<file path="src/mtd_pkg.sv">
package mtd_pkg;
    // ----------------------------------------------------------------
    // register map and field layout
    // ----------------------------------------------------------------
    localparam logic [7:0]  ADDR_CFG          = 8'h00;
    localparam logic [7:0]  ADDR_AZ_TIME      = 8'h04;
    localparam logic [7:0]  ADDR_ST_TIME      = 8'h08;
    localparam logic [7:0]  ADDR_RET_TIME     = 8'h0C;
    localparam logic [7:0]  ADDR_STATUS       = 8'h10;
    localparam int          CFG_PULSE_BIT     = 0;
    localparam int          CFG_COLOR_LSB     = 1;
    localparam int          STAT_LEVEL_LSB    = 0;
    localparam int          STAT_DISP_LSB     = 2;
    localparam int          STAT_STARTED_BIT  = 4;
    localparam int          STAT_ZERO_BIT     = 5;
    localparam int          STAT_RED_BIT      = 6;
    // ----------------------------------------------------------------
    // setting ranges, reset values, password
    // ----------------------------------------------------------------
    localparam logic [7:0]  AZ_MAX            = 8'hC7;
    localparam logic [9:0]  ST_MAX            = 10'h3E7;
    localparam logic [6:0]  RET_MAX           = 7'h63;
    localparam logic [7:0]  AZ_RESET          = 8'h32;
    localparam logic [9:0]  ST_RESET          = 10'h000;
    localparam logic [6:0]  RET_RESET         = 7'h00;
    localparam logic        PULSE_RESET       = 1'b1;
    localparam logic [15:0] PASSWORD          = 16'hFF57;
    // ----------------------------------------------------------------
    // timing
    // ----------------------------------------------------------------
    localparam int          CLK_HZ            = 125_000_000;
    localparam int          TENTH_MS          = 100;
    localparam int          TENTH_CYCLES_DEF  = CLK_HZ / 1000 * TENTH_MS;
    localparam logic [3:0]  TENTHS_PER_SEC    = 4'hA;
    localparam int          HOLD_ENTER_SEC    = 3;
    localparam int          HOLD_EXIT_SEC     = 1;
    // one extra tick: the first tenth tick of a hold may come at once
    localparam logic [5:0]  HOLD_ENTER_TICKS  = 6'(HOLD_ENTER_SEC * 10 + 1);
    localparam logic [5:0]  HOLD_EXIT_TICKS   = 6'(HOLD_EXIT_SEC * 10 + 1);
    // ----------------------------------------------------------------
    // types
    // ----------------------------------------------------------------
    typedef enum logic [1:0] {LV_OPER = 2'b00, LV_INIT = 2'b01, LV_ADV = 2'b10} mtd_level_t;
    typedef enum logic [1:0] {DS_NAME = 2'b00, DS_VALUE = 2'b01, DS_CHANGE = 2'b10} mtd_disp_t;
    typedef enum logic [1:0] {CM_GREEN_RED = 2'b00, CM_GREEN = 2'b01,
                              CM_RED_GREEN = 2'b10, CM_RED = 2'b11} mtd_color_t;
    typedef enum logic [1:0] {PR_AUTOZERO = 2'b00, PR_STARTUP = 2'b01,
                              PR_COLOR = 2'b10, PR_RETURN = 2'b11} mtd_param_t;
    typedef struct packed {
        logic level;
        logic mode;
        logic shift;
        logic up;
    } mtd_keys_t;
    typedef struct packed {
        logic       pulse_mode;
        mtd_color_t color;
        logic [7:0] az;
        logic [9:0] startup_delay_time;
        logic [6:0] display_return_time;
    } mtd_settings_t;
endpackage

</file>
<file path="src/mtd_top.sv">
`timescale 1ns/1ps
// Summary of operation
// - pulse input silent longer than auto-zero interval forces readout to zero
// - auto-zero interval accepts 0.0 to 19.9 s in tenth steps
// - auto-zero and startup delay settable only in pulse input mode
// - in pulse input mode, after reset wait the startup delay before measurement starts
// - no output is produced during the startup delay
// - startup delay accepts 0.0 to 99.9 s in tenth steps
// - switching colour modes: base colour, other colour while comparative output on
// - fixed colour modes stay green or red regardless of comparative output
// - auto-return time zero disables auto-return
// - auto-return time settable 0 to 99 whole seconds
// - no key activity for auto-return time jumps to operation level display
// - auto-return during editing stores the edited value first
// - level key held three seconds at operation level enters initial level
// - initial level shows its symbol on the level indicator
// - advanced level entered only after correct password is committed
// - advanced level shows its symbol on the level indicator
// - second shift press enters change state, value blinks
// - mode key commits edited value then shows next parameter
// - level key held one second at advanced level returns to initial level
// - level key held one second at initial level returns to operation level
module mtd_top
    import mtd_pkg::*;
#(
    parameter int TENTH_CYCLES = TENTH_CYCLES_DEF
) (
    input  wire logic        pclk,
    input  wire logic        presetn,
    input  wire logic        psel,
    input  wire logic        penable,
    input  wire logic        pwrite,
    input  wire logic [7:0]  paddr,
    input  wire logic [31:0] pwdata,
    output logic      [31:0] prdata,
    output logic             pready,
    output logic             pslverr,
    input  wire mtd_keys_t   keys,
    input  wire logic [15:0] entry_value,
    input  wire logic        pulse_in,
    input  wire logic [15:0] process_value,
    input  wire logic        comp_in,
    output logic      [15:0] display_value,
    output logic             comp_out,
    output logic             measure_en,
    output logic             color_red,
    output mtd_level_t       level_ind,
    output mtd_disp_t        disp_state,
    output mtd_param_t       param_sel,
    output logic             blink
);
    // ----------------------------------------------------------------
    // helpers
    // ----------------------------------------------------------------
    function automatic logic fits(input mtd_param_t p, input logic [15:0] v, input logic pm);
        unique case (p)
            PR_AUTOZERO: fits = pm && v <= {8'h00, AZ_MAX};
            PR_STARTUP:  fits = pm && v <= {6'h00, ST_MAX};
            PR_COLOR:    fits = v <= 16'h0003;
            PR_RETURN:   fits = v <= {9'h000, RET_MAX};
        endcase
    endfunction

    mtd_settings_t cfg_q, cfg_d;
    mtd_level_t    level_q, level_d;
    mtd_disp_t     disp_q, disp_d;
    mtd_param_t    idx_q, idx_d;
    mtd_keys_t     keys_q;
    logic [23:0]   tick_cnt_q;
    logic          tenth_q, sec_q;
    logic [3:0]    sec_cnt_q;
    logic [5:0]    hold_cnt_q;
    logic          hold_fired_q;
    logic [9:0]    st_cnt_q;
    logic          started_q;
    logic [7:0]    az_cnt_q;
    logic          pulse_prev_q, zero_q;
    logic [6:0]    ret_cnt_q;
    logic [15:0]   edit_q, disp_val_q;
    logic          comp_q, red_q, blink_q;
    logic [31:0]   prdata_q;
    logic          pready_q, pslverr_q;

    // ----------------------------------------------------------------
    // timebases
    // ----------------------------------------------------------------
    wire tick_wrap = tick_cnt_q == 24'(TENTH_CYCLES - 1);
    wire sec_wrap  = tenth_q && sec_cnt_q == TENTHS_PER_SEC - 4'h1;

    always_ff @(posedge pclk or negedge presetn) begin
        if (!presetn) begin
            tick_cnt_q <= 24'h000000;
            tenth_q    <= 1'b0;
            sec_cnt_q  <= 4'h0;
            sec_q      <= 1'b0;
        end else begin
            tick_cnt_q <= tick_wrap ? 24'h000000 : tick_cnt_q + 24'h000001;
            tenth_q    <= tick_wrap;
            if (tenth_q)
                sec_cnt_q <= sec_wrap ? 4'h0 : sec_cnt_q + 4'h1;
            sec_q      <= sec_wrap;
        end
    end

    // ----------------------------------------------------------------
    // keys and level hold
    // ----------------------------------------------------------------
    wire mode_press  = keys.mode && !keys_q.mode;
    wire shift_press = keys.shift && !keys_q.shift;
    wire up_press    = keys.up && !keys_q.up;
    wire any_press   = (keys & ~keys_q) != 4'h0;
    wire in_menu     = level_q != LV_OPER;
    wire hold_ok     = keys.level && !hold_fired_q;
    wire enter_hold  = hold_ok && !in_menu && hold_cnt_q >= HOLD_ENTER_TICKS;
    wire exit_hold   = hold_ok && in_menu && hold_cnt_q >= HOLD_EXIT_TICKS;

    always_ff @(posedge pclk or negedge presetn) begin
        if (!presetn) begin
            keys_q       <= '0;
            hold_cnt_q   <= 6'h00;
            hold_fired_q <= 1'b0;
        end else begin
            keys_q <= keys;
            if (!keys.level)
                hold_cnt_q <= 6'h00;
            else if (tenth_q && hold_cnt_q != 6'h3F)
                hold_cnt_q <= hold_cnt_q + 6'h01;
            hold_fired_q <= keys.level && (hold_fired_q || enter_hold || exit_hold);
        end
    end

    // ----------------------------------------------------------------
    // auto-return
    // ----------------------------------------------------------------
    wire ret_expire = in_menu && cfg_q.display_return_time != 7'h00
                      && ret_cnt_q > cfg_q.display_return_time;

    always_ff @(posedge pclk or negedge presetn) begin
        if (!presetn)
            ret_cnt_q <= 7'h00;
        else if (any_press || !in_menu)
            ret_cnt_q <= 7'h00;
        else if (sec_q && ret_cnt_q != 7'h7F)
            ret_cnt_q <= ret_cnt_q + 7'h01;
    end

    // ----------------------------------------------------------------
    // menu state and editing
    // ----------------------------------------------------------------
    wire editing  = in_menu && disp_q == DS_CHANGE;
    wire commit   = editing && (mode_press || ret_expire);
    wire pass_ok  = commit && level_q == LV_INIT && edit_q == PASSWORD;
    wire key_store = commit && level_q == LV_ADV && fits(idx_q, edit_q, cfg_q.pulse_mode);

    logic [15:0] cur_val;
    always_comb begin
        cur_val = 16'h0000;
        if (level_q == LV_ADV) begin
            unique case (idx_q)
                PR_AUTOZERO: cur_val = {8'h00, cfg_q.az};
                PR_STARTUP:  cur_val = {6'h00, cfg_q.startup_delay_time};
                PR_COLOR:    cur_val = {14'h0000, cfg_q.color};
                PR_RETURN:   cur_val = {9'h000, cfg_q.display_return_time};
            endcase
        end
    end

    always_comb begin
        level_d = level_q;
        disp_d  = disp_q;
        idx_d   = idx_q;
        if (ret_expire) begin
            level_d = LV_OPER;
            disp_d  = DS_NAME;
            idx_d   = PR_AUTOZERO;
        end else if (enter_hold) begin
            level_d = LV_INIT;
            disp_d  = DS_NAME;
            idx_d   = PR_AUTOZERO;
        end else if (exit_hold) begin
            level_d = (level_q == LV_ADV) ? LV_INIT : LV_OPER;
            disp_d  = DS_NAME;
            idx_d   = PR_AUTOZERO;
        end else if (in_menu && mode_press) begin
            disp_d = DS_NAME;
            if (level_q == LV_INIT) begin
                if (pass_ok)
                    level_d = LV_ADV;
            end else begin
                idx_d = mtd_param_t'(idx_q + 2'h1);
            end
        end else if (in_menu && shift_press) begin
            unique case (disp_q)
                DS_NAME:   disp_d = DS_VALUE;
                DS_VALUE:  disp_d = DS_CHANGE;
                DS_CHANGE: disp_d = DS_CHANGE;
                default:   disp_d = DS_NAME;
            endcase
        end
    end

    always_ff @(posedge pclk or negedge presetn) begin
        if (!presetn) begin
            level_q <= LV_OPER;
            disp_q  <= DS_NAME;
            idx_q   <= PR_AUTOZERO;
            edit_q  <= 16'h0000;
            blink_q <= 1'b0;
        end else begin
            level_q <= level_d;
            disp_q  <= disp_d;
            idx_q   <= idx_d;
            if (in_menu && shift_press && disp_q == DS_VALUE)
                edit_q <= cur_val;
            else if (editing && up_press)
                edit_q <= entry_value;
            blink_q <= disp_d == DS_CHANGE && level_d != LV_OPER;
        end
    end

    // ----------------------------------------------------------------
    // APB slave
    // ----------------------------------------------------------------
    wire setup   = psel && !penable;
    wire addr_ok = paddr == ADDR_CFG || paddr == ADDR_AZ_TIME || paddr == ADDR_ST_TIME
                   || paddr == ADDR_RET_TIME || paddr == ADDR_STATUS;
    wire apb_wr  = psel && penable && pready_q && pwrite && addr_ok;
    wire hi_zero = pwdata[31:16] == 16'h0000;
    wire wr_az   = apb_wr && paddr == ADDR_AZ_TIME && hi_zero
                   && fits(PR_AUTOZERO, pwdata[15:0], cfg_q.pulse_mode);
    wire wr_st   = apb_wr && paddr == ADDR_ST_TIME && hi_zero
                   && fits(PR_STARTUP, pwdata[15:0], cfg_q.pulse_mode);
    wire wr_ret  = apb_wr && paddr == ADDR_RET_TIME && hi_zero
                   && fits(PR_RETURN, pwdata[15:0], cfg_q.pulse_mode);

    logic [31:0] rd_mux;
    always_comb begin
        rd_mux = 32'h00000000;
        unique case (paddr)
            ADDR_CFG: begin
                rd_mux[CFG_PULSE_BIT] = cfg_q.pulse_mode;
                rd_mux[CFG_COLOR_LSB +: 2] = cfg_q.color;
            end
            ADDR_AZ_TIME:  rd_mux[7:0] = cfg_q.az;
            ADDR_ST_TIME:  rd_mux[9:0] = cfg_q.startup_delay_time;
            ADDR_RET_TIME: rd_mux[6:0] = cfg_q.display_return_time;
            ADDR_STATUS: begin
                rd_mux[STAT_LEVEL_LSB +: 2] = level_q;
                rd_mux[STAT_DISP_LSB +: 2]  = disp_q;
                rd_mux[STAT_STARTED_BIT]    = started_q;
                rd_mux[STAT_ZERO_BIT]       = zero_q;
                rd_mux[STAT_RED_BIT]        = red_q;
            end
            default: rd_mux = 32'h00000000;
        endcase
    end

    always_comb begin
        cfg_d = cfg_q;
        if (key_store) begin
            unique case (idx_q)
                PR_AUTOZERO: cfg_d.az = edit_q[7:0];
                PR_STARTUP:  cfg_d.startup_delay_time = edit_q[9:0];
                PR_COLOR:    cfg_d.color = mtd_color_t'(edit_q[1:0]);
                PR_RETURN:   cfg_d.display_return_time = edit_q[6:0];
            endcase
        end
        if (apb_wr && paddr == ADDR_CFG) begin
            cfg_d.pulse_mode = pwdata[CFG_PULSE_BIT];
            cfg_d.color      = mtd_color_t'(pwdata[CFG_COLOR_LSB +: 2]);
        end
        if (wr_az)
            cfg_d.az = pwdata[7:0];
        if (wr_st)
            cfg_d.startup_delay_time = pwdata[9:0];
        if (wr_ret)
            cfg_d.display_return_time = pwdata[6:0];
    end

    always_ff @(posedge pclk or negedge presetn) begin
        if (!presetn) begin
            cfg_q     <= '{PULSE_RESET, CM_GREEN_RED, AZ_RESET, ST_RESET, RET_RESET};
            prdata_q  <= 32'h00000000;
            pready_q  <= 1'b0;
            pslverr_q <= 1'b0;
        end else begin
            cfg_q     <= cfg_d;
            pready_q  <= setup;
            pslverr_q <= setup && !addr_ok;
            if (setup)
                prdata_q <= addr_ok ? rd_mux : 32'h00000000;
        end
    end

    // ----------------------------------------------------------------
    // startup delay, auto-zero, readout and colour
    // ----------------------------------------------------------------
    wire pulse_edge = pulse_in && !pulse_prev_q;
    wire st_done    = !cfg_q.pulse_mode || st_cnt_q >= cfg_q.startup_delay_time;
    wire zero_d     = cfg_q.pulse_mode && !pulse_edge && az_cnt_q >= cfg_q.az;

    logic red_d;
    always_comb begin
        unique case (cfg_q.color)
            CM_GREEN_RED: red_d = comp_q;
            CM_GREEN:     red_d = 1'b0;
            CM_RED_GREEN: red_d = !comp_q;
            CM_RED:       red_d = 1'b1;
        endcase
    end

    always_ff @(posedge pclk or negedge presetn) begin
        if (!presetn) begin
            st_cnt_q     <= 10'h000;
            started_q    <= 1'b0;
            az_cnt_q     <= 8'h00;
            pulse_prev_q <= 1'b0;
            zero_q       <= 1'b0;
            disp_val_q   <= 16'h0000;
            comp_q       <= 1'b0;
            red_q        <= 1'b0;
        end else begin
            if (tenth_q && !started_q)
                st_cnt_q <= st_cnt_q + 10'h001;
            started_q    <= started_q || st_done;
            pulse_prev_q <= pulse_in;
            if (pulse_edge)
                az_cnt_q <= 8'h00;
            else if (tenth_q && az_cnt_q != 8'hFF)
                az_cnt_q <= az_cnt_q + 8'h01;
            zero_q     <= zero_d;
            disp_val_q <= (zero_d || !started_q) ? 16'h0000 : process_value;
            comp_q     <= started_q && comp_in;
            red_q      <= red_d;
        end
    end

    assign prdata        = prdata_q;
    assign pready        = pready_q;
    assign pslverr       = pslverr_q;
    assign display_value = disp_val_q;
    assign comp_out      = comp_q;
    assign measure_en    = started_q;
    assign color_red     = red_q;
    assign level_ind     = level_q;
    assign disp_state    = disp_q;
    assign param_sel     = idx_q;
    assign blink         = blink_q;

    // ----------------------------------------------------------------
    // assertions
    // ----------------------------------------------------------------
    property p_zero_readout;
        @(posedge pclk) disable iff (!presetn) zero_q |-> disp_val_q == 16'h0000;
    endproperty
    a_zero_readout: assert property (p_zero_readout) else $error("readout not zero");
    property p_az_range;
        @(posedge pclk) disable iff (!presetn) cfg_q.az <= AZ_MAX;
    endproperty
    a_az_range: assert property (p_az_range) else $error("auto-zero out of range");
    property p_pulse_lock;
        @(posedge pclk) disable iff (!presetn)
            !cfg_q.pulse_mode |=> $stable(cfg_q.az) && $stable(cfg_q.startup_delay_time);
    endproperty
    a_pulse_lock: assert property (p_pulse_lock) else $error("set outside pulse mode");
    property p_no_output;
        @(posedge pclk) disable iff (!presetn) !started_q |-> !comp_q && disp_val_q == 16'h0000;
    endproperty
    a_no_output: assert property (p_no_output) else $error("output during startup");
    property p_st_range;
        @(posedge pclk) disable iff (!presetn) cfg_q.startup_delay_time <= ST_MAX;
    endproperty
    a_st_range: assert property (p_st_range) else $error("startup delay out of range");
    property p_switch_color;
        @(posedge pclk) disable iff (!presetn)
            cfg_q.color == CM_GREEN_RED |=> red_q == $past(comp_q);
    endproperty
    a_switch_color: assert property (p_switch_color) else $error("colour not switched");
    property p_fixed_red;
        @(posedge pclk) disable iff (!presetn) cfg_q.color == CM_RED |=> red_q;
    endproperty
    a_fixed_red: assert property (p_fixed_red) else $error("fixed red not red");
    property p_ret_off;
        @(posedge pclk) disable iff (!presetn)
            cfg_q.display_return_time == 7'h00 && in_menu && !exit_hold ##1 !any_press
            |-> level_q != LV_OPER;
    endproperty
    a_ret_off: assert property (p_ret_off) else $error("return while disabled");
    property p_return;
        @(posedge pclk) disable iff (!presetn) ret_expire |=> level_q == LV_OPER && !blink_q;
    endproperty
    a_return: assert property (p_return) else $error("auto-return missed");
    property p_enter_init;
        @(posedge pclk) disable iff (!presetn)
            level_q == LV_OPER ##1 level_q == LV_INIT |-> $past(hold_cnt_q) >= HOLD_ENTER_TICKS;
    endproperty
    a_enter_init: assert property (p_enter_init) else $error("early initial entry");
    property p_password;
        @(posedge pclk) disable iff (!presetn)
            level_q == LV_INIT ##1 level_q == LV_ADV |-> $past(edit_q) == PASSWORD;
    endproperty
    a_password: assert property (p_password) else $error("advanced without password");
    c_adv: cover property (@(posedge pclk) disable iff (!presetn) level_q == LV_ADV);
    c_ret: cover property (@(posedge pclk) disable iff (!presetn) ret_expire && editing);
    c_zero: cover property (@(posedge pclk) disable iff (!presetn) $rose(zero_q));
    c_start: cover property (@(posedge pclk) disable iff (!presetn) $rose(started_q));
endmodule

</file>
<file path="config.mk">
export PLATFORM = sky130hd
export DESIGN_NAME = mtd_top
export DESIGN_NICKNAME = d
export VERILOG_FILES = /design/src/mtd_pkg.sv /design/src/mtd_top.sv
export SDC_FILE = /design/constraint.sdc
export NUM_CORES = 1
export LEC_CHECK = 0
export BUFFER_PORTS_ARGS = -buffer_cell sky130_fd_sc_hd__buf_4
export CAP_MARGIN = 20
export CORE_UTILIZATION = 48
export CTS_BUF_LIST = sky130_fd_sc_hd__clkbuf_8 sky130_fd_sc_hd__clkbuf_16
export DETAILED_ROUTE_END_ITERATION = 16
export HOLD_SLACK_MARGIN = 0.03
export PLACE_DENSITY = 0.73
export SLEW_MARGIN = 5
export SYNTH_ARGS = -nofsm -noshare
export SYNTH_HDL_FRONTEND = slang
export SYNTH_SLANG_ARGS = --single-unit
</file>
<file path="constraint.sdc">
create_clock -name pclk -period 5.1 [get_ports pclk]
set_clock_uncertainty 0.15 [all_clocks]
set_input_delay 0.51 -clock pclk [delete_from_list [all_inputs] [get_ports pclk]]
set_output_delay 0.51 -clock pclk [all_outputs]
set_load 0.1 [all_outputs]
</file>
==> run summary <==
CTS saw 150 sinks. The critical path's most frequent cell is sky130_fd_sc_hd__mux2_2. In the final timing run, aggregate negative setup slack is 0 ps. The tool flagged a number of max-cap violations equal to 0. The shortest period the worst path allows came out at 3190 ps. Final setup violation count: 0. TritonCTS created 17 clock buffers. In this run the core area contains 47 standard-cell rows. The power density relative to cell area is 366 nW/um^2. On the worst path, the slowest cell contributes a delay of 440 ps.

For this run, the number of Yosys warnings is 0. The run gives 15400 um as the detailed placer's ending HPWL. The combined global-route utilization of all metal layers was 0.244; the worst-case headroom to the max-slew limit was 0.291. TritonCTS built the clock tree. Capture endpoint of the worst hold path: keys_q[0]. The final route contains 6681 vias. For this block, the initial DRC count from the detailed router was 569.

The post-synthesis cell type with the largest combined area is sky130_fd_sc_hd__dfrtp_1. The average instance in the mapped netlist occupies 9.79 um^2. The synthesized area was 8280 um^2.

Worst hold path cell count: 1. Wire length of the first global-routing pass: 33700 um. The logs give 0.266 mV for the peak supply drop and 0 for the number of antenna diodes. The number of cells on the worst reg-to-reg path is 9. The worst-case register-to-register setup slack is 1910 ps.

The tools report the root cell of the clock tree as sky130_fd_sc_hd__clkbuf_16. For this run the aggregate overflow at the end of global routing stands at 0. The top cell type's share of synthesized area works out to 0.441. The worst hold path begins at keys[0].

The run gives 0 as the number of hold violations in the final report. The largest fanout on the critical path works out to 7. The leakage power figure was 4.67 nW.

The level count of the clock H-tree was 4. The clock-pin transition on the worst setup and hold timing paths came out at 60 ps. The worst register-to-register path ends at cfg_q[16]. The multi-input combinational cells in the finished layout cover a total of 4120 um^2. The via count of the first global-routing pass was 6432. Once the clock tree was built, the resizer swapped 0 gates to a different size.

The most frequently used cell type in the post-synthesis netlist was sky130_fd_sc_hd__dfrtp_1. The post-synthesis async set-or-reset flop share came out at 1.00. The slowest stage of the critical path belongs to the cell sky130_fd_sc_hd__o2111ai_1. The sequential cells in the finished layout cover a total of 3760 um^2. The tools report the type of element capturing the critical path as a flip-flop.

The x dimension of the die was 133 um. The number of different library cells used by synthesis comes to 69. The commonest cells after synthesis are sky130_fd_sc_hd__dfrtp_1, sky130_fd_sc_hd__nor2_1, sky130_fd_sc_hd__nand2_1. In this run the critical register-to-register path is launched from cfg_q[6]. For the worst-skew pair, the clock arrives at the later sink with an insertion delay of 430 ps. The number of antenna violations at the first check in global routing is 0, and the number of enable-type register cells in the synthesized netlist is 0.

The per-cell via count in the routed design was 5.61. The logs give 314 MHz for the maximum clock frequency and 0 for the number of hold buffers added after CTS. At the end of the flow, the number of nets in the layout was 1081. The endpoint arrival time on the critical path is 3350 ps, and the relative area change from synthesis to final layout is 19.3%.

The signal on the critical path passes through inv_1 > ha_1 > and4_1 > a21boi_0 > o311a_4 > o2111ai_1 > buf_4 > mux2_2 > mux2_2. The routed length per instance came out at 17.7 um. The run gives 0 as the max-slew violation count.

The number of placed I/O pins came out at 143. The fraction of the cycle the final worst path needs is 0.625, and the actual transition at the worst max-transition pin is 1050 ps. The tools report the number of fill cells as 1441.

The gate count after technology mapping came out at 846. The critical path in this run is classified as reg -> reg. The required time of the critical path is 5260 ps, and the total number of cells along the worst setup path is 9. The floorplan step defined a die boundary enclosing 17800 um^2. The ratio of cells with drive above 1 in the final layout is 0.183, and the total iterations of the first detailed-routing run is 5. The number of buffers and inverters on the critical path is 2.

Entering global routing, the biggest net connects 113 pins. Setup repair after global routing left no endpoint under its margin. At the end of routability-driven placement, the weighted congestion stood at 0.891. The number of buffers added on ports is 120.

The kind of cell adding the most delay to the critical path is compound AO/OA/AOI/OAI gates. The core footprint is 16700 um^2, and the sum of routed wire length over all layers is 21100 um. The die outline height was 133 um. The tightest min-delay check is of the in -> reg type.

The clock passes through at most 2 buffers. The flow ran to the end, and the final reports show no timing, DRC or antenna violations. The most used flip-flop cell after synthesis is sky130_fd_sc_hd__dfrtp_1. The logs give 0.496 for the initial core utilization and 0.00362 W for the total power draw. The count of nets left with antenna violations once routing finished came out at 0. In the post-synthesis netlist, the biggest area contributors are sky130_fd_sc_hd__dfrtp_1, sky130_fd_sc_hd__ha_1, sky130_fd_sc_hd__mux2i_1, sky130_fd_sc_hd__nor2_1, sky130_fd_sc_hd__nand2_1. Counting flops and latches in the post-synthesis netlist gives 150.

The number of setup buffers added after CTS is 0. The tools report the kind of start point of the critical path as a flip-flop. The total DRC errors in the routed layout came out at 0. The run gives 0.454 as the share of the yosys chip area belonging to registers.
==> placed cells by master, fill, tap and decap left out, drive strengths merged, types with 4 or more instances in the layout <==
cell	n
dfrtp	146
buf	126
nor2	77
nand2	76
mux2i	48
inv	48
a21oi	45
ha	39
nand3	33
o21ai	31
xnor2	24
xor2	24
conb	22
nand4	20
clkbuf	19
nor3	12
and3	11
nor4	11
mux2	11
nor2b	10
a31oi	10
and2	9
nand2b	8
a22o	8
o22ai	8
o311ai	6
or3	6
a221o	6
o21a	5
and4	5
a21o	4
o211ai	4
a2bb2oi	4
dfstp	4
nor3b	4
==> final cells by class <==
type / count / area share
clock inverters: 12 / 0.0132
clock buffers: 19 / 0.0458
repair buffers: 127 / 0.0992
inverters: 44 / 0.0167
well taps: 220 / 0.0279
flip-flops and latches: 150 / 0.380
multi-input cells: 619 / 0.417
==> kinds of logic (layout without fill, tap and decap cells) <==
| group | after synthesis | after routing | synth area share |
|---|---|---|---|
| flops | 150 | 150 | 0.454 |
| fa+ha+maj | 39 | 39 | 0.0589 |
| buf+inv | 98 | 202 | 0.0589 |
| xor+xnor | 48 | 48 | 0.0508 |
| compound gates | 160 | 160 | 0.130 |
| simple gates | 291 | 291 | 0.173 |
| other cells | 1 | 22 | 0.000453 |
| mux | 59 | 59 | 0.0739 |
==> per-stage QoR <==
| step | cells | hold slack, ps | util | cell area (um^2) | worst slack [ps] |
|---|---|---|---|---|---|
| after detailed placement | 1158 | 323 | 0.554 | 9260 | 2000 |
| after global routing | 1191 | 34.8 | 0.592 | 9880 | 1710 |
| after floorplan | 867 | 64.4 | - | 8360 | 2040 |
| after CTS | 1189 | 33.6 | 0.589 | 9840 | 1940 |
| final | 1191 | 42.9 | 0.592 | 9880 | 1910 |
| after global placement | 1155 | 317 | 0.553 | 9240 | 1680 |
==> per-layer routing <==
| metal | GRT usage | vias to the layer above | part of all wire |
|---|---|---|---|
| met2 | 0.383 | 224 | 0.48 |
| li1 | - | 3183 | - |
| met3 | 0.0647 | 34 | 0.073 |
| met5 | 0 | - | 0 |
| met1 | 0.328 | 3240 | 0.43 |
| met4 | 0.0827 | 0 | 0.019 |
==> power breakdown <==
part	internal, W	leakage [nW]	switching (W)	total (W)
registers	0.00129	1.98	0.000170	0.00146
logic	0.000273	2.41	0.000634	0.000907
clock network	0.000743	0.284	0.000504	0.00125
total	0.00231	4.67	0.00131	0.00362
==> registers in the layout, indices dropped and copies added (netlist names), 2 cells and up <==
| register | flops |
|---|---|
| param_sel | 2 |
| ret_cnt_q | 7 |
| display_value | 16 |
| disp_state | 2 |
| edit_q | 16 |
| hold_cnt_q | 6 |
| st_cnt_q | 10 |
| sec_cnt_q | 4 |
| keys_q | 4 |
| prdata | 10 |
| cfg_q | 28 |
| az_cnt_q | 8 |
| level_ind | 2 |
| tick_cnt_q | 24 |
==> worst max-delay path by stage <==
stage	from	end	slack (ps)
5_1_grt	cfg_q[6]	cfg_q[19]	1710
2_1_floorplan	param_sel[1]	cfg_q[7]	2040
4_1_cts	cfg_q[6]	cfg_q[16]	1940
3_5_place_dp	cfg_q[6]	cfg_q[16]	2000
3_3_place_gp	cfg_q[6]	cfg_q[16]	1680
6_report	cfg_q[6]	cfg_q[16]	1910
No activity file was read; power rests on OpenSTA's default activity.
